==> src/rtl/fpo_consts.svh <==
`ifndef FPO_CONSTS_SVH
`define FPO_CONSTS_SVH
// register byte offsets
`define FPO_OFF_CMD0      12'h000
`define FPO_OFF_CMD1      12'h004
`define FPO_OFF_CMD2      12'h008
`define FPO_OFF_CMD3      12'h00c
`define FPO_OFF_INDEX     12'h010
`define FPO_OFF_STATUS    12'h014
`define FPO_OFF_CONFIG    12'h018
`define FPO_OFF_ERRCFG    12'h01c
`define FPO_OFF_ERRSTAT   12'h020
`define FPO_OFF_PFPROT    12'h024
`define FPO_OFF_EEPROT    12'h028
`define FPO_OFF_PROTSTAT  12'h02c
`define FPO_OFF_CTRL      12'h030
// command code and keys
`define FPO_CMD_OVERRIDE  8'h13
`define FPO_KEY_ERASED    16'hffff
// parameter index values
`define FPO_IDX_1         3'h1
`define FPO_IDX_2         3'h2
`define FPO_IDX_3         3'h3
// status bit positions
`define FPO_ST_COMMAND_COMPLETE_FLAG       7
`define FPO_ST_ACCESS_ERROR_FLAG     5
`define FPO_ST_PROTECTION_VIOLATION_FLAG     4
// command word fields and config bit positions
`define FPO_CODE_HI       15
`define FPO_CODE_LO       8
`define FPO_SEL_HI        1
`define FPO_SEL_LO        0
`define FPO_CFG_IRQEN     7
// reset values and bus response codes
`define FPO_PROT_RST      8'h00
`define FPO_RESP_OKAY     2'h0
`define FPO_RESP_SLVERR   2'h2
`endif

==> src/rtl/fpo_pkg.sv <==
`default_nettype none
package fpo_pkg;
  typedef enum logic [1:0] {FPO_IDLE, FPO_EXEC, FPO_DONE} fpo_state_e;
  typedef logic [15:0] fpo_word_t;
endpackage
`default_nettype wire

==> src/rtl/fpo_top.sv <==
// Summary of operation
// - an all-ones supplied key is invalid and disables the override feature
// - a valid key differing from the stored key disables the override feature
// - on key match save both protection registers then load the selected ones
// - selection bit 0 replaces flash protection, bit 1 replaces eeprom protection
// - any new protection value is accepted without restriction
// - override-active bit sets when the override command succeeds
// - bad or all-ones key restores saved protection and clears override-active
// - an erased stored key permanently disables the override feature
// - an access error leaves both protection registers unmodified
// - one saved copy only; each successful override (non-restore) launch overwrites it; restore reloads it
// - direct protection writes during override are lost on restore
// - restore reloads saved values, never reset values
// - access error unless parameter index is 001, 010 or 011
// - access error when command is not permitted in current mode
// - access error when restore requested but no override active
// - access error when selection 00 and index 010 or 011
// - access error when selection 00, index 001 and valid key
// - command irq while complete flag and its enable are set
// - error irq while single fault flag and its enable are set
// - operation unaffected in wait mode; complete irq wakes the processor
// - software launches by clearing complete flag; controller sets it when done
`include "fpo_consts.svh"
`default_nettype none
module fpo_top #(
  parameter int EXEC_CYCLES = 4
) (
  input  wire logic        aclk,
  input  wire logic        aresetn,
  input  wire logic [11:0] s_axi_awaddr,
  input  wire logic        s_axi_awvalid,
  output logic             s_axi_awready,
  input  wire logic [31:0] s_axi_wdata,
  input  wire logic [3:0]  s_axi_wstrb,
  input  wire logic        s_axi_wvalid,
  output logic             s_axi_wready,
  output logic [1:0]       s_axi_bresp,
  output logic             s_axi_bvalid,
  input  wire logic        s_axi_bready,
  input  wire logic [11:0] s_axi_araddr,
  input  wire logic        s_axi_arvalid,
  output logic             s_axi_arready,
  output logic [31:0]      s_axi_rdata,
  output logic [1:0]       s_axi_rresp,
  output logic             s_axi_rvalid,
  input  wire logic        s_axi_rready,
  input  wire fpo_pkg::fpo_word_t stored_key,
  input  wire logic        cmd_permitted,
  input  wire logic        single_fault_event,
  input  wire logic        wait_mode,
  output logic             cmd_irq,
  output logic             err_irq
);
  import fpo_pkg::*;

  // ----------------------------------------------------------------
  // register state
  // ----------------------------------------------------------------
  fpo_word_t  command_object_words_q [4];
  logic [2:0] command_param_index_q;
  logic       command_complete_flag_q;
  logic       access_error_flag_q;
  logic       protection_violation_flag_q;
  logic       command_complete_irq_enable_q;
  logic       single_fault_irq_enable_q;
  logic       single_fault_flag_q;
  logic [7:0] program_flash_protect_reg_q;
  logic [7:0] eeprom_protect_reg_q;
  logic       override_active_bit_q;
  logic [7:0] saved_pf_q;
  logic [7:0] saved_ee_q;
  fpo_state_e state_q;
  logic [7:0] exec_cnt_q;

  // ----------------------------------------------------------------
  // axi4-lite write channel
  // ----------------------------------------------------------------
  logic [11:0] aw_q;
  logic        aw_have_q;
  logic [31:0] w_q;
  logic [3:0]  ws_q;
  logic        w_have_q;
  logic        wr_go;
  logic        wr_hit;

  assign wr_go = aw_have_q && w_have_q && !s_axi_bvalid;

  always_comb begin
    case (aw_q)
      `FPO_OFF_CMD0, `FPO_OFF_CMD1, `FPO_OFF_CMD2, `FPO_OFF_CMD3, `FPO_OFF_INDEX,
      `FPO_OFF_STATUS, `FPO_OFF_CONFIG, `FPO_OFF_ERRCFG, `FPO_OFF_ERRSTAT,
      `FPO_OFF_PFPROT, `FPO_OFF_EEPROT, `FPO_OFF_PROTSTAT, `FPO_OFF_CTRL: wr_hit = 1'b1;
      default: wr_hit = 1'b0;
    endcase
  end

  always_ff @(posedge aclk) begin
    if (!aresetn) begin
      aw_have_q     <= 1'b0;
      w_have_q      <= 1'b0;
      aw_q          <= 12'h000;
      w_q           <= 32'h0000_0000;
      ws_q          <= 4'h0;
      s_axi_awready <= 1'b0;
      s_axi_wready  <= 1'b0;
      s_axi_bvalid  <= 1'b0;
      s_axi_bresp   <= `FPO_RESP_OKAY;
    end else begin
      s_axi_awready <= !aw_have_q && !(s_axi_awvalid && s_axi_awready);
      s_axi_wready  <= !w_have_q && !(s_axi_wvalid && s_axi_wready);
      if (s_axi_awvalid && s_axi_awready) begin
        aw_have_q <= 1'b1;
        aw_q      <= s_axi_awaddr;
      end
      if (s_axi_wvalid && s_axi_wready) begin
        w_have_q <= 1'b1;
        w_q      <= s_axi_wdata;
        ws_q     <= s_axi_wstrb;
      end
      if (wr_go) begin
        aw_have_q    <= 1'b0;
        w_have_q     <= 1'b0;
        s_axi_bvalid <= 1'b1;
        s_axi_bresp  <= wr_hit ? `FPO_RESP_OKAY : `FPO_RESP_SLVERR;
      end else if (s_axi_bvalid && s_axi_bready) begin
        s_axi_bvalid <= 1'b0;
      end
    end
  end

  // decoded write strobes, low byte lane checked for the status, error status and protection registers
  logic wr_status;
  logic wr_launch;
  logic busy;
  assign busy      = !command_complete_flag_q;
  assign wr_status = wr_go && wr_hit && (aw_q == `FPO_OFF_STATUS) && ws_q[0];
  // launch by writing one to the complete flag while idle
  assign wr_launch = wr_status && w_q[`FPO_ST_COMMAND_COMPLETE_FLAG] && !busy;

  // ----------------------------------------------------------------
  // command evaluation
  // ----------------------------------------------------------------
  logic [7:0] cmd_code;
  logic [1:0] sel;
  fpo_word_t  key;
  logic       key_valid;
  logic       key_match;
  logic       feat_off;
  logic       restore;
  logic       cmd_err;
  assign cmd_code  = command_object_words_q[0][`FPO_CODE_HI:`FPO_CODE_LO];
  assign sel       = command_object_words_q[0][`FPO_SEL_HI:`FPO_SEL_LO];
  assign key       = command_object_words_q[1];
  assign key_valid = (key != `FPO_KEY_ERASED);
  assign feat_off  = (stored_key == `FPO_KEY_ERASED);
  assign key_match = key_valid && !feat_off && (key == stored_key);
  assign restore   = !key_match;

  always_comb begin
    cmd_err = 1'b0;
    if (cmd_code == `FPO_CMD_OVERRIDE) begin
      if (command_param_index_q != `FPO_IDX_1 && command_param_index_q != `FPO_IDX_2 &&
          command_param_index_q != `FPO_IDX_3) cmd_err = 1'b1;
      if (!cmd_permitted) cmd_err = 1'b1;
      if (restore && !override_active_bit_q) cmd_err = 1'b1;
      if (sel == 2'b00 && command_param_index_q != `FPO_IDX_1) cmd_err = 1'b1;
      if (sel == 2'b00 && command_param_index_q == `FPO_IDX_1 && key_valid) cmd_err = 1'b1;
    end
  end

  // ----------------------------------------------------------------
  // sequencer; wait_mode is ignored so commands run on in wait
  // ----------------------------------------------------------------
  logic exec_end;
  assign exec_end = (state_q == FPO_EXEC) && (exec_cnt_q == 8'(EXEC_CYCLES - 1));

  always_ff @(posedge aclk) begin
    if (!aresetn) begin
      state_q    <= FPO_IDLE;
      exec_cnt_q <= 8'h00;
    end else begin
      case (state_q)
        FPO_IDLE: begin
          exec_cnt_q <= 8'h00;
          if (wr_launch) state_q <= FPO_EXEC;
        end
        FPO_EXEC: begin
          exec_cnt_q <= exec_cnt_q + 8'h01;
          if (exec_end) state_q <= FPO_IDLE;
        end
        default: state_q <= FPO_IDLE;
      endcase
    end
  end

  // ----------------------------------------------------------------
  // status flags
  // ----------------------------------------------------------------
  logic launch_err;
  assign launch_err = wr_launch && cmd_err;

  always_ff @(posedge aclk) begin
    if (!aresetn) begin
      command_complete_flag_q     <= 1'b1;
      access_error_flag_q         <= 1'b0;
      protection_violation_flag_q <= 1'b0;
    end else begin
      if (wr_launch && !launch_err) command_complete_flag_q <= 1'b0;
      else if (exec_end) command_complete_flag_q <= 1'b1;
      if (launch_err) access_error_flag_q <= 1'b1;
      else if (wr_status && w_q[`FPO_ST_ACCESS_ERROR_FLAG]) access_error_flag_q <= 1'b0;
      if (wr_status && w_q[`FPO_ST_PROTECTION_VIOLATION_FLAG]) protection_violation_flag_q <= 1'b0;
    end
  end

  always_ff @(posedge aclk) begin
    if (!aresetn) begin
      single_fault_flag_q <= 1'b0;
    end else if (single_fault_event) begin
      single_fault_flag_q <= 1'b1;
    end else if (wr_go && wr_hit && aw_q == `FPO_OFF_ERRSTAT && ws_q[0] && w_q[0]) begin
      single_fault_flag_q <= 1'b0;
    end
  end

  // ----------------------------------------------------------------
  // command object and configuration writes
  // ----------------------------------------------------------------
  always_ff @(posedge aclk) begin
    if (!aresetn) begin
      for (int i = 0; i < 4; i++) command_object_words_q[i] <= 16'h0000;
      command_param_index_q         <= 3'h0;
      command_complete_irq_enable_q <= 1'b0;
      single_fault_irq_enable_q     <= 1'b0;
    end else if (wr_go && wr_hit && !busy) begin
      case (aw_q)
        `FPO_OFF_CMD0:   command_object_words_q[0] <= w_q[15:0];
        `FPO_OFF_CMD1:   command_object_words_q[1] <= w_q[15:0];
        `FPO_OFF_CMD2:   command_object_words_q[2] <= w_q[15:0];
        `FPO_OFF_CMD3:   command_object_words_q[3] <= w_q[15:0];
        `FPO_OFF_INDEX:  command_param_index_q     <= w_q[2:0];
        `FPO_OFF_CONFIG: command_complete_irq_enable_q <= w_q[`FPO_CFG_IRQEN];
        `FPO_OFF_ERRCFG: single_fault_irq_enable_q     <= w_q[0];
        default: ;
      endcase
    end
  end

  // ----------------------------------------------------------------
  // protection registers and single-entry save buffer
  // ----------------------------------------------------------------
  logic do_ovr;
  assign do_ovr = wr_launch && !cmd_err && cmd_code == `FPO_CMD_OVERRIDE;

  always_ff @(posedge aclk) begin
    if (!aresetn) begin
      program_flash_protect_reg_q <= `FPO_PROT_RST;
      eeprom_protect_reg_q        <= `FPO_PROT_RST;
      saved_pf_q                  <= `FPO_PROT_RST;
      saved_ee_q                  <= `FPO_PROT_RST;
      override_active_bit_q       <= 1'b0;
    end else if (do_ovr && restore) begin
      program_flash_protect_reg_q <= saved_pf_q;
      eeprom_protect_reg_q        <= saved_ee_q;
      override_active_bit_q       <= 1'b0;
    end else if (do_ovr) begin
      saved_pf_q <= program_flash_protect_reg_q;
      saved_ee_q <= eeprom_protect_reg_q;
      if (sel[0]) program_flash_protect_reg_q <= command_object_words_q[2][7:0];
      if (sel[1]) eeprom_protect_reg_q <= command_object_words_q[3][7:0];
      override_active_bit_q <= 1'b1;
    end else if (wr_go && wr_hit && ws_q[0] && aw_q == `FPO_OFF_PFPROT) begin
      program_flash_protect_reg_q <= w_q[7:0];
    end else if (wr_go && wr_hit && ws_q[0] && aw_q == `FPO_OFF_EEPROT) begin
      eeprom_protect_reg_q <= w_q[7:0];
    end
  end

  // ----------------------------------------------------------------
  // interrupt outputs
  // ----------------------------------------------------------------
  always_ff @(posedge aclk) begin
    if (!aresetn) begin
      cmd_irq <= 1'b0;
      err_irq <= 1'b0;
    end else begin
      cmd_irq <= command_complete_flag_q && command_complete_irq_enable_q;
      err_irq <= single_fault_flag_q && single_fault_irq_enable_q;
    end
  end

  // ----------------------------------------------------------------
  // axi4-lite read channel
  // ----------------------------------------------------------------
  logic [31:0] rd_val;
  logic        rd_hit;
  always_comb begin
    rd_hit = 1'b1;
    rd_val = 32'h0000_0000;
    case (s_axi_araddr)
      `FPO_OFF_CMD0:     rd_val = {16'h0000, command_object_words_q[0]};
      `FPO_OFF_CMD1:     rd_val = {16'h0000, command_object_words_q[1]};
      `FPO_OFF_CMD2:     rd_val = {16'h0000, command_object_words_q[2]};
      `FPO_OFF_CMD3:     rd_val = {16'h0000, command_object_words_q[3]};
      `FPO_OFF_INDEX:    rd_val = {29'h0, command_param_index_q};
      `FPO_OFF_STATUS:   rd_val = {24'h0, command_complete_flag_q, 1'b0, access_error_flag_q,
                                   protection_violation_flag_q, 4'h0};
      `FPO_OFF_CONFIG:   rd_val = {24'h0, command_complete_irq_enable_q, 7'h00};
      `FPO_OFF_ERRCFG:   rd_val = {31'h0, single_fault_irq_enable_q};
      `FPO_OFF_ERRSTAT:  rd_val = {31'h0, single_fault_flag_q};
      `FPO_OFF_PFPROT:   rd_val = {24'h0, program_flash_protect_reg_q};
      `FPO_OFF_EEPROT:   rd_val = {24'h0, eeprom_protect_reg_q};
      `FPO_OFF_PROTSTAT: rd_val = {31'h0, override_active_bit_q};
      `FPO_OFF_CTRL:     rd_val = {31'h0, busy};
      default:           rd_hit = 1'b0;
    endcase
  end

  always_ff @(posedge aclk) begin
    if (!aresetn) begin
      s_axi_arready <= 1'b0;
      s_axi_rvalid  <= 1'b0;
      s_axi_rdata   <= 32'h0000_0000;
      s_axi_rresp   <= `FPO_RESP_OKAY;
    end else begin
      s_axi_arready <= !s_axi_rvalid && !(s_axi_arvalid && s_axi_arready);
      if (s_axi_arvalid && s_axi_arready) begin
        s_axi_rvalid <= 1'b1;
        s_axi_rdata  <= rd_val;
        s_axi_rresp  <= rd_hit ? `FPO_RESP_OKAY : `FPO_RESP_SLVERR;
      end else if (s_axi_rvalid && s_axi_rready) begin
        s_axi_rvalid <= 1'b0;
      end
    end
  end

  // ----------------------------------------------------------------
  // assertions
  // ----------------------------------------------------------------
  property p_irq_level;
    @(posedge aclk) disable iff (!aresetn)
      ##1 cmd_irq == $past(command_complete_flag_q && command_complete_irq_enable_q);
  endproperty
  a_irq_level: assert property (p_irq_level) else $error("cmd irq mismatch");

  property p_err_irq;
    @(posedge aclk) disable iff (!aresetn)
      (single_fault_flag_q && single_fault_irq_enable_q) |=> err_irq;
  endproperty
  a_err_irq: assert property (p_err_irq) else $error("err irq missing");

  property p_ovr_sets;
    @(posedge aclk) disable iff (!aresetn) (do_ovr && !restore) |=> override_active_bit_q;
  endproperty
  a_ovr_sets: assert property (p_ovr_sets) else $error("override bit not set");

  property p_restore;
    @(posedge aclk) disable iff (!aresetn)
      (do_ovr && restore) |=> !override_active_bit_q &&
        program_flash_protect_reg_q == $past(saved_pf_q);
  endproperty
  a_restore: assert property (p_restore) else $error("restore wrong");

  property p_err_keeps;
    @(posedge aclk) disable iff (!aresetn)
      launch_err |=> $stable(program_flash_protect_reg_q) && $stable(eeprom_protect_reg_q);
  endproperty
  a_err_keeps: assert property (p_err_keeps) else $error("protection changed on error");

  property p_err_flag;
    @(posedge aclk) disable iff (!aresetn) launch_err |=> access_error_flag_q;
  endproperty
  a_err_flag: assert property (p_err_flag) else $error("access error not set");

  property p_erased_key;
    @(posedge aclk) disable iff (!aresetn)
      (do_ovr && stored_key == `FPO_KEY_ERASED) |=> !override_active_bit_q;
  endproperty
  a_erased_key: assert property (p_erased_key) else $error("erased key accepted");

  property p_done;
    @(posedge aclk) disable iff (!aresetn)
      (wr_launch && !launch_err) |=> !command_complete_flag_q ##[1:300] command_complete_flag_q;
  endproperty
  a_done: assert property (p_done) else $error("command never completed");

  c_override: cover property (@(posedge aclk) disable iff (!aresetn) do_ovr && !restore);
  c_restore: cover property (@(posedge aclk) disable iff (!aresetn) do_ovr && restore);
  c_error: cover property (@(posedge aclk) disable iff (!aresetn) launch_err);
  c_wait_wake: cover property (@(posedge aclk) disable iff (!aresetn) wait_mode && cmd_irq);
endmodule
`default_nettype wire

==> config.mk <==
export PLATFORM = sky130hd
export DESIGN_NAME = fpo_top
export DESIGN_NICKNAME = d
export VERILOG_FILES = /design/src/rtl/fpo_pkg.sv /design/src/rtl/fpo_top.sv
export VERILOG_INCLUDE_DIRS = /design/src /design/src/rtl
export SDC_FILE = /design/constraint.sdc
export NUM_CORES = 1
export LEC_CHECK = 0
export ABC_AREA = 1
export BUFFER_PORTS_ARGS = -buffer_cell sky130_fd_sc_hd__buf_2
export CAP_MARGIN = 20
export CORE_MARGIN = 5
export CORE_UTILIZATION = 48
export DETAILED_ROUTE_END_ITERATION = 16
export PLACE_DENSITY = 0.69
export SKIP_CTS_REPAIR_TIMING = 1
export SYNTH_ARGS = -nofsm -noshare
export SYNTH_HDL_FRONTEND = slang
export SYNTH_SLANG_ARGS = --single-unit
==> constraint.sdc <==
create_clock -name aclk -period 7.5 [get_ports aclk]
set_input_delay 0.75 -clock aclk [delete_from_list [all_inputs] [get_ports aclk]]
set_output_delay 0.75 -clock aclk [all_outputs]
set_load 0.01 [all_outputs]
After elaboration in Yosys (flattened, before gate mapping):

Memory sizes are Yosys's and may differ from the RTL's. A register that Yosys moved wholly into a read port is not among the register bits.
Cells that the tools add are included.

* add/subtract/negate cells: 1
* eq/ne operators: 37
* muxes and demuxes: 57
* bitwise logic cells: 6
* reduce and logical (&&, ||, !) cells: 75

Operators by type and width (count)
* $pmux 16 s13: 1
* $eq 12x5->1 const B: 8
* $eq 12x6->1 const B: 8
* $mux 8: 9
* $mux 16: 4
* $eq 12x4->1 const B: 4
* $logic_and 1x1->1: 39
* $mux 1: 35
* $eq 12x3->1 const B: 2
* $logic_not 12->1: 2
* $eq 16x16->1: 1
* $eq 16x16->1 const B: 1
* $ne 16x16->1 const B: 1
* $pmux 8 s2: 1
* $logic_not 1->1: 13
* $reduce_or 13->1: 1
* $mux 6: 2
* $ne 3x2->1 const B: 4
* $reduce_and 2->1: 6
* $reduce_bool 2->1: 6
* $add 8x1->8 const B: 1
* $eq 8x2->1 const B: 1
* $eq 8x5->1 const B: 1
* $mux 2: 4
* other kinds (13): 21

* register bits after elaboration: 125
* bits in writable memories: 64
* memory bits (read-only): 64
* input bits: 86
* output and inout port bits: 43
* word-level logic and storage cells: 206
* memories: 2

Memory list
* (no name shown): depth 64, width 1, read ports 1, clocked after memory_dff 1, wr ports 0, line fpo_top.sv:89 `case (aw_q)`
* command_object_words_q: depth 4, width 16, read ports 4, clocked after memory_dff 0, wr ports 4, line fpo_top.sv:59 `fpo_word_t command_object_words_q [4];`

Depth between registers and ports, before layout:

Gate-level depths: netlist of run 1.

* word-level depth: 16
* gate-level depth with buffers: 16
* depth with buffers taken out: 15

Worst setup path after synthesis of run 1:

Ideal clock, no wire load.

* kind: flip-flop to flip-flop
* start point: register aw_have_q
* end point: memory command_object_words_q[0][0] (netlist bit), enable pin
* arrival: 2.225 ns
* path slack: 4.863 ns
* cell stages (with the launch flop): 7
* path buffers: 0
* cell sequence: dfxtp_1 nand2_1 nor2_4 nand2_2 nor3_1 nand2_1 o21ai_0

RTL lines
* start: declaration: line fpo_top.sv:79 `logic aw_have_q;`
* start signal: assignment: line fpo_top.sv:99 `aw_have_q <= 1'b0;`
* start signal: assignment: line fpo_top.sv:112 `aw_have_q <= 1'b1;`
* start signal: assignment: line fpo_top.sv:121 `aw_have_q <= 1'b0;`
* end: declaration: line fpo_top.sv:59

==> metrics.txt, run 1 <==
WL/cell 16.0 µm; die height 139 µm; DP Wirelength 14.9 mm; Final ANT Viol Nets 0; count of cell types in the netlist 45; total gr overflow 0; initial antenna violation count 0; CP arrival 3.72 ns; Routed WL 21.6 mm; H-tree depth 4; Worst Reg2Reg Path Length in Cells 13; Cell Area, Synth 8030 µm²; TritonCTS buffer count 17; Core Util, Final 55.7%; largest net degree at the start of global routing 72; sw frac 22.5%; cell repeated most along the worst path nand2_1; Synth Flop Type dfxtp_1; Synth top area share 26.7%; Core Rows 47; area leader, netlist dfxtp_1; Clk pwr share 45.7%; LEAKAGE 3.89 nW; core area 16500 µm²; TritonRoute pass-1 iters 5; Worst-path clk slew 0.06 ns; I/O pin total 129; critical path type flip-flop to flip-flop; Multi-input gate area 3250 µm²; Yosys warning count 0; max frequency 295 MHz; Setup TNS Final 0 ns; internal power 0.00163 W; Slew headroom 27.4%; CP cell instances nand2_1 > nor2_1 > nand2_1 > nor2_1 > nand2_1 > a21oi_2 > nand4_4 > nor2_4 > nand2_1 > nand2_4 > nand2_1 > nand2_1 > nor2_1; first-pass GRT wire length 34.2 mm; sequential group share of total power 47.8%; DR vias/cell 5.20; most frequent cells after synthesis nand2_1 (227), nor2_1 (167), inv_1 (121); ys async rst share 0%; Total Power 0.00210 W; Critical Path Max Stage Delay 0.92 ns; Worst Setup End Kind flip-flop; min-delay worst type flip-flop to flip-flop; Logic pwr share 6.4%; Post-Syn Instances 1040; CP bufs+invs 0; worst-path maximum fanout 50; period utilization 45.2%; critical path depth 13; Final min period 3.39 ns; critical path's slowest cell nor2_4; Final setup viols 0; DIE AREA 19400 µm²; clk_skew 0.00729 ns; reg-to-reg setup timing slack 4.11 ns; status completed; dominant cells by area after synthesis dfxtp_1 (27%), edfxtp_1 (24%), nand2_1 (11%), nor2_1 (7.8%), inv_1 (5.7%); RSZ-0062 raised after global routing no; Vias 7043; Worst-Margin Slew 1.09 ns; crit start category flip-flop; share of cells above drive strength 1 13.6%; clk buf depth 2; GP Congestion 0.899; chip width 139 µm; worst skew pair latency 0.43 ns; number of antenna diodes 0; synthesis-stage register bit count 171; DRC 0; IO buf count 90; Pwr per Cell Area 228 nW/µm²; FILL cells 1599; initial drt markers 628; Seq/Total Area, Yosys 50.6%; P_sw 0.000472 W; Tot GR Track Use 22.3%; WP data required 7.83 ns; Peak supply drop 0.156 mV; Initial Util 48.6%; Reg area 4060 µm²; number of max-cap violations 0; Num Clock Sinks 171; EDFF count, synth 64; Worst Hold Depth 2; TritonCTS clock tree yes; final hold vios 0; cell with the most instances after synthesis nand2_1; Area Overhead vs Synth 14.7%; Root Buffer clkbuf_16; pins over their slew limit 0; vias in the first global route 6542; Nets 1208; Avg Cell Area, Syn 7.72 µm²; delay-heaviest family, CP simple AND/OR/NAND/NOR gates
-- routing by layer --
layer	GRT usage [%]	wire (µm)	up-vias
met4	6.59	307	0
met5	0	0	-
met1	32.1	9890	3195
met3	4.80	1830	30
li1	-	-	3517
met2	34.0	9610	301
-- area by class of cell --
cell class,instances,area share [%]
Tap cell,220,2.99
Sequential cell,171,44.2
Clock inverter,12,2.13
Multi-Input combinational cell,705,35.3
Timing Repair Buffer,94,5.22
Inverter,132,5.38
Clock buffer,20,4.85
-- power groups by stage --
stage / clock, W / combinational (W) / sequential, W
6_report: 0.000960 / 0.000135 / 0.00100
5_1_grt: 0.00101 / 0.000152 / 0.00101
3_5_place_dp: 0 / 0.000134 / 0.00102
2_1_floorplan: 0 / 0.0000896 / 0.00102
3_3_place_gp: 0 / 0.000132 / 0.00102
4_1_cts: 0.000969 / 0.000134 / 0.00100
-- cells in the final DEF (no fill, tap or decap), types with 2 or more instances in the layout --
cell and n:
clkinv_1 6, a311oi_1 4, nor3_1 18, o22ai_1 17, o21ai_0 70, clkbuf_1 2
inv_2 6, clkinvlp_4 2, o21ai_1 5, buf_2 90, nand2_1 227, o21ai_2 4
a31oi_1 3, xor2_1 2, nor2_1 167, buf_4 4, edfxtp_1 64, a21oi_1 66
nor4_2 2, nor3b_1 3, inv_1 121, nand2_4 2, dfxtp_1 107, nand3_1 56
nand2_2 3, clkbuf_16 17, bufinv_16 5, clkinv_2 2, nor2_4 4, clkinv_4 2
nor4_1 4, nand4_1 12, conb_1 18, nor2_2 3
-- final timing paths --
kind / from / end
hold / removal: aw_q[7] / aw_q[7]
setup reg to reg: command_object_words_q[1][0] / program_flash_protect_reg_q[4]
hold reg to reg: aw_q[7] / aw_q[7]
setup / recovery: command_object_words_q[1][0] / program_flash_protect_reg_q[4]
-- worst reg2reg max path, stage by stage (launching register included) --
cell and delay (ns):
edfxtp_1 0.45, nand2_1 0.08, nor2_1 0.17, nand2_1 0.07
nor2_1 0.19, nand2_1 0.10, a21oi_2 0.27, nand4_4 0.32
nor2_4 0.93, nand2_1 0.24, nand2_4 0.28, nand2_1 0.08
nand2_1 0.07, nor2_1 0.05
-- registers in the layout, indices dropped and copies added, names as in the netlist, 3 cells and up, named ones only --
signal                       flops
aw_q                            12
command_object_words_q          64
command_param_index_q            3
eeprom_protect_reg_q             8
exec_cnt_q                       8
program_flash_protect_reg_q      8
s_axi_rdata                     16
saved_ee_q                       8
saved_pf_q                       8
w_q                             16
-- metrics by stage --
| stage | setup WS (ns) | hold WS (ns) | instance area [µm²] | std cells |
|---|---|---|---|---|
| finish | 4.11 | 0.442 | 9200 | 1354 |
| global placement | 3.82 | 0.432 | 8560 | 1322 |
| CTS | 4.11 | 0.447 | 9200 | 1354 |
| detailed placement | 3.77 | 0.438 | 8560 | 1322 |
| global route | 3.76 | 0.476 | 9200 | 1354 |
| floorplan | 4.86 | 0.410 | 8090 | 1057 |
-- kinds of logic after synthesis --
kind of cell               after synthesis  share of synthesized area, %
and+or+nand+nor                        507                          27.1
other                                    1                        0.0467
buffers and inverters                  181                          9.91
adders and majority gates                1                         0.156
AOI/OAI and AO/OA                      177                          12.0
xor gates and xnor gates                 2                         0.218
DFF                                    171                          50.6
Note: power is estimated with default switching activity, not from simulation.
==> run 2, diff against run 1 <==
--- a/config.mk
+++ b/config.mk
@@ -6,13 +6,13 @@
 export SDC_FILE = /design/constraint.sdc
 export NUM_CORES = 1
 export LEC_CHECK = 0
-export ABC_AREA = 1
+export ABC_AREA = 0
 export BUFFER_PORTS_ARGS = -buffer_cell sky130_fd_sc_hd__buf_2
 export CAP_MARGIN = 20
 export CORE_MARGIN = 5
 export CORE_UTILIZATION = 48
 export DETAILED_ROUTE_END_ITERATION = 16
-export PLACE_DENSITY = 0.69
+export PLACE_DENSITY = 0.7
 export SKIP_CTS_REPAIR_TIMING = 1
 export SYNTH_ARGS = -nofsm -noshare
 export SYNTH_HDL_FRONTEND = slang
==> constraint.sdc (replaced) <==
create_clock -name aclk -period 3.35 [get_ports aclk]
set_input_delay 0.335 -clock aclk [delete_from_list [all_inputs] [get_ports aclk]]
set_output_delay 0.335 -clock aclk [all_outputs]
set_load 0.01 [all_outputs]
==> run 2 against run 1 <==
  * Clock skew increased by 0.0026 ns
  * Global-route usage decreased by 1.6 points
  * Register-to-register slack got worse by 3.8 ns
  * Largest cell class unchanged
==> metrics.txt, run 2 <==
Yosys warning count 0; area leader, netlist dfxtp_1; status completed; Nets 930; period utilization 91.5%; H-tree depth 4; initial antenna violation count 0; I/O pin total 129; dominant cells by area after synthesis dfxtp_1 (28%), edfxtp_1 (25%), and2_1 (5.5%), nand2_1 (3.8%), a21oi_1 (3.0%); Tot GR Track Use 20.7%; number of max-cap violations 0; synthesis-stage register bit count 171; Worst-path clk slew 0.07 ns; pins over their slew limit 0; Top reg by flops command_object_words_q; Root Buffer clkbuf_16; count of cell types in the netlist 61; CP arrival 3.41 ns; total gr overflow 0; Cell Area, Synth 7620 µm²; max reg flops 64; TritonCTS buffer count 17; WL/cell 17.5 µm; TritonRoute pass-1 iters 5; Worst Reg2Reg Path Length in Cells 7; commonest non-fill, non-tap cells in the layout dfxtp_1 (107), buf_2 (90), nand2_1 (78); clk_skew 0.00984 ns; final setup margin 0.286 ns; worst skew pair latency 0.42 ns; Initial Util 48.5%; Pwr per Cell Area 508 nW/µm²; min-delay worst type input port to flip-flop; Final min period 3.06 ns; Core Util, Final 56.6%; DRC 0; Avg Cell Area, Syn 10.2 µm²; die height 136 µm; Seq/Total Area, Yosys 53.4%; core area 15700 µm²; crit start category flip-flop; Worst-Margin Slew 0.770 ns; Final ANT Viol Nets 0; chip width 136 µm; DR vias/cell 5.49; DP Wirelength 13.8 mm; vias in the first global route 5685; Area Overhead vs Synth 16.7%; cell with the most instances after synthesis dfxtp_1; GP Congestion 0.907; initial drt markers 496; Final setup viols 0; commonest non-fill, non-tap cell in the layout dfxtp_1; most frequent cells after synthesis dfxtp_1 (107), nand2_1 (78), and2_1 (67); worst-path maximum fanout 19; Vias 5890; critical path type flip-flop to flip-flop; fin cells 1072; IO buf count 90; Synth Flop Type dfxtp_1; biggest regs command_object_words_q: 64 flops, s_axi_rdata: 16 flops, w_q: 16 flops; max frequency 326 MHz; Placed Cells 1040; Slew headroom 48.3%; Worst Setup End Kind flip-flop; RSZ-0062 raised after global routing no; Peak supply drop 0.361 mV; share of cells above drive strength 1 18.5%; number of antenna diodes 0; largest net degree at the start of global routing 28; Setup TNS Final 0 ns; Num Clock Sinks 171; DIE AREA 18500 µm²; final hold vios 0; EDFF count, synth 64; clk buf depth 2; WP data required 3.69 ns; Design Area, Final 8890 µm²; Routed WL 18.7 mm; Worst Hold Depth 3; Core Rows 46; placed cell area 8280 µm²; Post-Syn Instances 746; TritonCTS clock tree yes; ys async rst share 0%; Synth top area share 28.1%; first-pass GRT wire length 29.8 mm; LEAKAGE 3.33 nW; Placement Setup Slack 0.335 ns
## run 2: cell count changes in the layout (fill, tap and decap cells not counted), moves of 22 or more
| cell | delta |
|---|---|
| nor2_1 | -115 |
| nand2_1 | -149 |
| mux2i_1 | +22 |
| nand3_1 | -44 |
| inv_1 | -103 |
| o21ai_0 | -57 |
| and2_1 | +67 |
## run 2: power by group
group          total (W)  internal (W)  switching, W
logic           0.000222     0.0000896      0.000133
registers        0.00226       0.00220     0.0000526
clock network    0.00204       0.00119      0.000849
total            0.00452       0.00349       0.00103
## run 2: kinds of logic (layout without fill, tap and decap cells)
| logic type | Yosys count | count (layout) | share of synthesized area [%] |
|---|---|---|---|
| fa+ha+maj | 1 | 1 | 0.164 |
| mux | 22 | 22 | 2.89 |
| compound gates | 178 | 178 | 16.8 |
| xor+xnor | 22 | 22 | 2.53 |
| flops | 171 | 171 | 53.4 |
| simple gates | 281 | 281 | 19.5 |
| buf+inv | 70 | 163 | 4.67 |
| other cells | 1 | 18 | 0.0492 |
## run 2: critical path, cell delays in order, from the launching register on
cell and delay (ns):
dfxtp_1 0.31, or4_4 0.54, or4_4 0.57, nor3_4 0.33
nand3_4 0.29, o21ai_1 0.40, o311ai_2 0.30, o2bb2ai_1 0.23
## run 2: per-stage QoR
stage	power [W]	hold WS (ns)
floorplan	0.00243	0.413
global placement	0.00252	0.422
detailed placement	0.00252	0.429
CTS	0.00454	0.116
global route	0.00466	0.136
finish	0.00452	0.127
## run 2: layout make-up
cell class | count | area [µm²]
timing repair buffer | 112 | 616
clock inverter | 14 | 180
clock buffer | 18 | 429
tap | 216 | 270
fill | 1371 | 6820
sequential | 171 | 4060
multi-input combinational | 522 | 3260
inverter | 19 | 71.3
## run 2: path summary, 6_finish.rpt
kind	start	slack [ns]	endpoint
min	single_fault_event	0.13	single_fault_flag_q
min reg2reg	s_axi_rvalid	0.43	s_axi_arready
max	aw_q[8]	0.29	program_flash_protect_reg_q[5]
max reg2reg	aw_q[8]	0.29	program_flash_protect_reg_q[5]
## run 2: metal layers
layer / part of all wire [%] / track usage, %
met5: 0 / 0
met1: 44 / 27.5
met2: 47 / 33.3
met3: 6.0 / 4.48
met4: 2.4 / 8.01
==> run 3, diff against run 2 <==
--- a/config.mk
+++ b/config.mk
@@ -12,7 +12,7 @@
 export CORE_MARGIN = 5
 export CORE_UTILIZATION = 48
 export DETAILED_ROUTE_END_ITERATION = 16
-export PLACE_DENSITY = 0.7
+export PLACE_DENSITY = 0.74
 export SKIP_CTS_REPAIR_TIMING = 1
 export SYNTH_ARGS = -nofsm -noshare
 export SYNTH_HDL_FRONTEND = slang
==> run 3 against run 2 <==
  * Sequential cell count stayed put
  * Register-to-register slack better by 0.098 ns
  * Worst setup slack better by 0.098 ns
  * Clock power is 3% higher
  * First-iteration DRC count is 15% higher
  * Core utilization is 0.064 points higher
  * Sequential share of layout area is 0.051 points lower
==> metrics.txt, run 3 (synthesis results as in run 2) <==
period utilization 88.5%; Pwr per Cell Area 515 nW/µm²; core area 15700 µm²; Nets 928; LEAKAGE 3.33 nW; initial drt markers 572; initial antenna violation count 0; vias in the first global route 5727; Routed WL 18.6 mm; final hold vios 0; crit start category flip-flop; Num Clock Sinks 171; Top reg by flops command_object_words_q; Worst Reg2Reg Path Length in Cells 7; CP arrival 3.32 ns; largest net degree at the start of global routing 43; fin cells 1070; die height 136 µm; Worst-path clk slew 0.07 ns; DR vias/cell 5.45; hold path start single_fault_event; GP Congestion 0.909; Root Buffer clkbuf_16; Tot GR Track Use 20.7%; number of max-cap violations 0; Setup TNS Final 0 ns; commonest non-fill, non-tap cell in the layout dfxtp_1; max frequency 337 MHz; Design Area, Final 8900 µm²; worst skew pair latency 0.43 ns; Final setup viols 0; Final min period 2.97 ns; WP data required 3.70 ns; Final ANT Viol Nets 0; critical path type flip-flop to flip-flop; H-tree depth 4; first-pass GRT wire length 29.7 mm; Worst-Margin Slew 0.839 ns; Worst setup startpoint aw_q[8]; Vias 5836; share of cells above drive strength 1 18.3%; DP Wirelength 13.6 mm; Area Overhead vs Synth 16.9%; Peak supply drop 0.363 mV; Placement Setup Slack 0.418 ns; chip width 136 µm; worst-path maximum fanout 13; TritonRoute pass-1 iters 6; placed cell area 8270 µm²; biggest regs command_object_words_q: 64 flops, s_axi_rdata: 16 flops, w_q: 16 flops; final setup margin 0.384 ns; Initial Util 48.5%; status completed; clk_skew 0.00619 ns; number of antenna diodes 0; WL/cell 17.4 µm; total gr overflow 0; I/O pin total 129; TritonCTS clock tree yes; Worst Hold Depth 3; pins over their slew limit 0; max reg flops 64; IO buf count 90; DRC 0; Worst Setup End Kind flip-flop; Placed Cells 1038; FILL cells 1361; min-delay worst type input port to flip-flop; RSZ-0062 raised after global routing no; TritonCTS buffer count 17; commonest non-fill, non-tap cells in the layout dfxtp_1 (107), buf_2 (90), nand2_1 (78); reg2reg start aw_q[8]; Core Rows 46; Slew headroom 44.0%; clk buf depth 2; DIE AREA 18500 µm²; Total Power 0.00458 W
==> run 3: cell count changes in the layout (fill, tap and decap cells not counted), sizes merged <==
| cell | change |
|---|---|
| clkinvlp | -2 |
| inv | -2 |
| buf | -2 |
| clkinv | +4 |
| bufinv | +1 |
| clkbuf | -1 |
==> run 3: cell type report <==
class,count,area (µm²),area share [%]
Inverter,19,71.3,0.801
Clock inverter,15,209,2.35
Multi-Input combinational cell,522,3260,36.6
Sequential cell,171,4060,45.7
Tap cell,216,270,3.04
Timing Repair Buffer,110,601,6.75
Clock buffer,17,425,4.78
==> run 3: path summary, 6_finish.rpt <==
check | to | slack (ns)
worst max register to register | program_flash_protect_reg_q[7] | 0.38
worst min-delay path | single_fault_flag_q | 0.12
worst min register to register | exec_cnt_q[0] | 0.44
worst max-delay path | program_flash_protect_reg_q[7] | 0.38
==> run 3: critical path: stages, from the launching register on <==
cell       delay, ns
dfxtp_1         0.31
or4_4           0.55
or4_4           0.57
nor3_4          0.32
nand3_4         0.26
o21ai_1         0.37
o311ai_2        0.30
o2bb2ai_1       0.21
==> run 3: power breakdown <==
group / internal [W] / switching, W / leakage [nW]
combinational: 0.0000896 / 0.000136 / 1.49
clock: 0.00126 / 0.000838 / 0.310
sequential: 0.00220 / 0.0000512 / 1.53
total: 0.00356 / 0.00103 / 3.33
==> run 3: through the flow <==
stage	utilization [%]	hold WS, ns
floorplan	-	0.413
global placement	52.6	0.423
detailed placement	52.6	0.427
CTS	56.6	0.103
global route	56.6	0.140
finish	56.6	0.116
==> run 3: per-layer routing <==
layer | global-route usage [%] | routed length (µm)
met5 | 0 | 0
met4 | 8.34 | 477
met3 | 4.22 | 1380
met2 | 32.4 | 8770
met1 | 28.2 | 8010
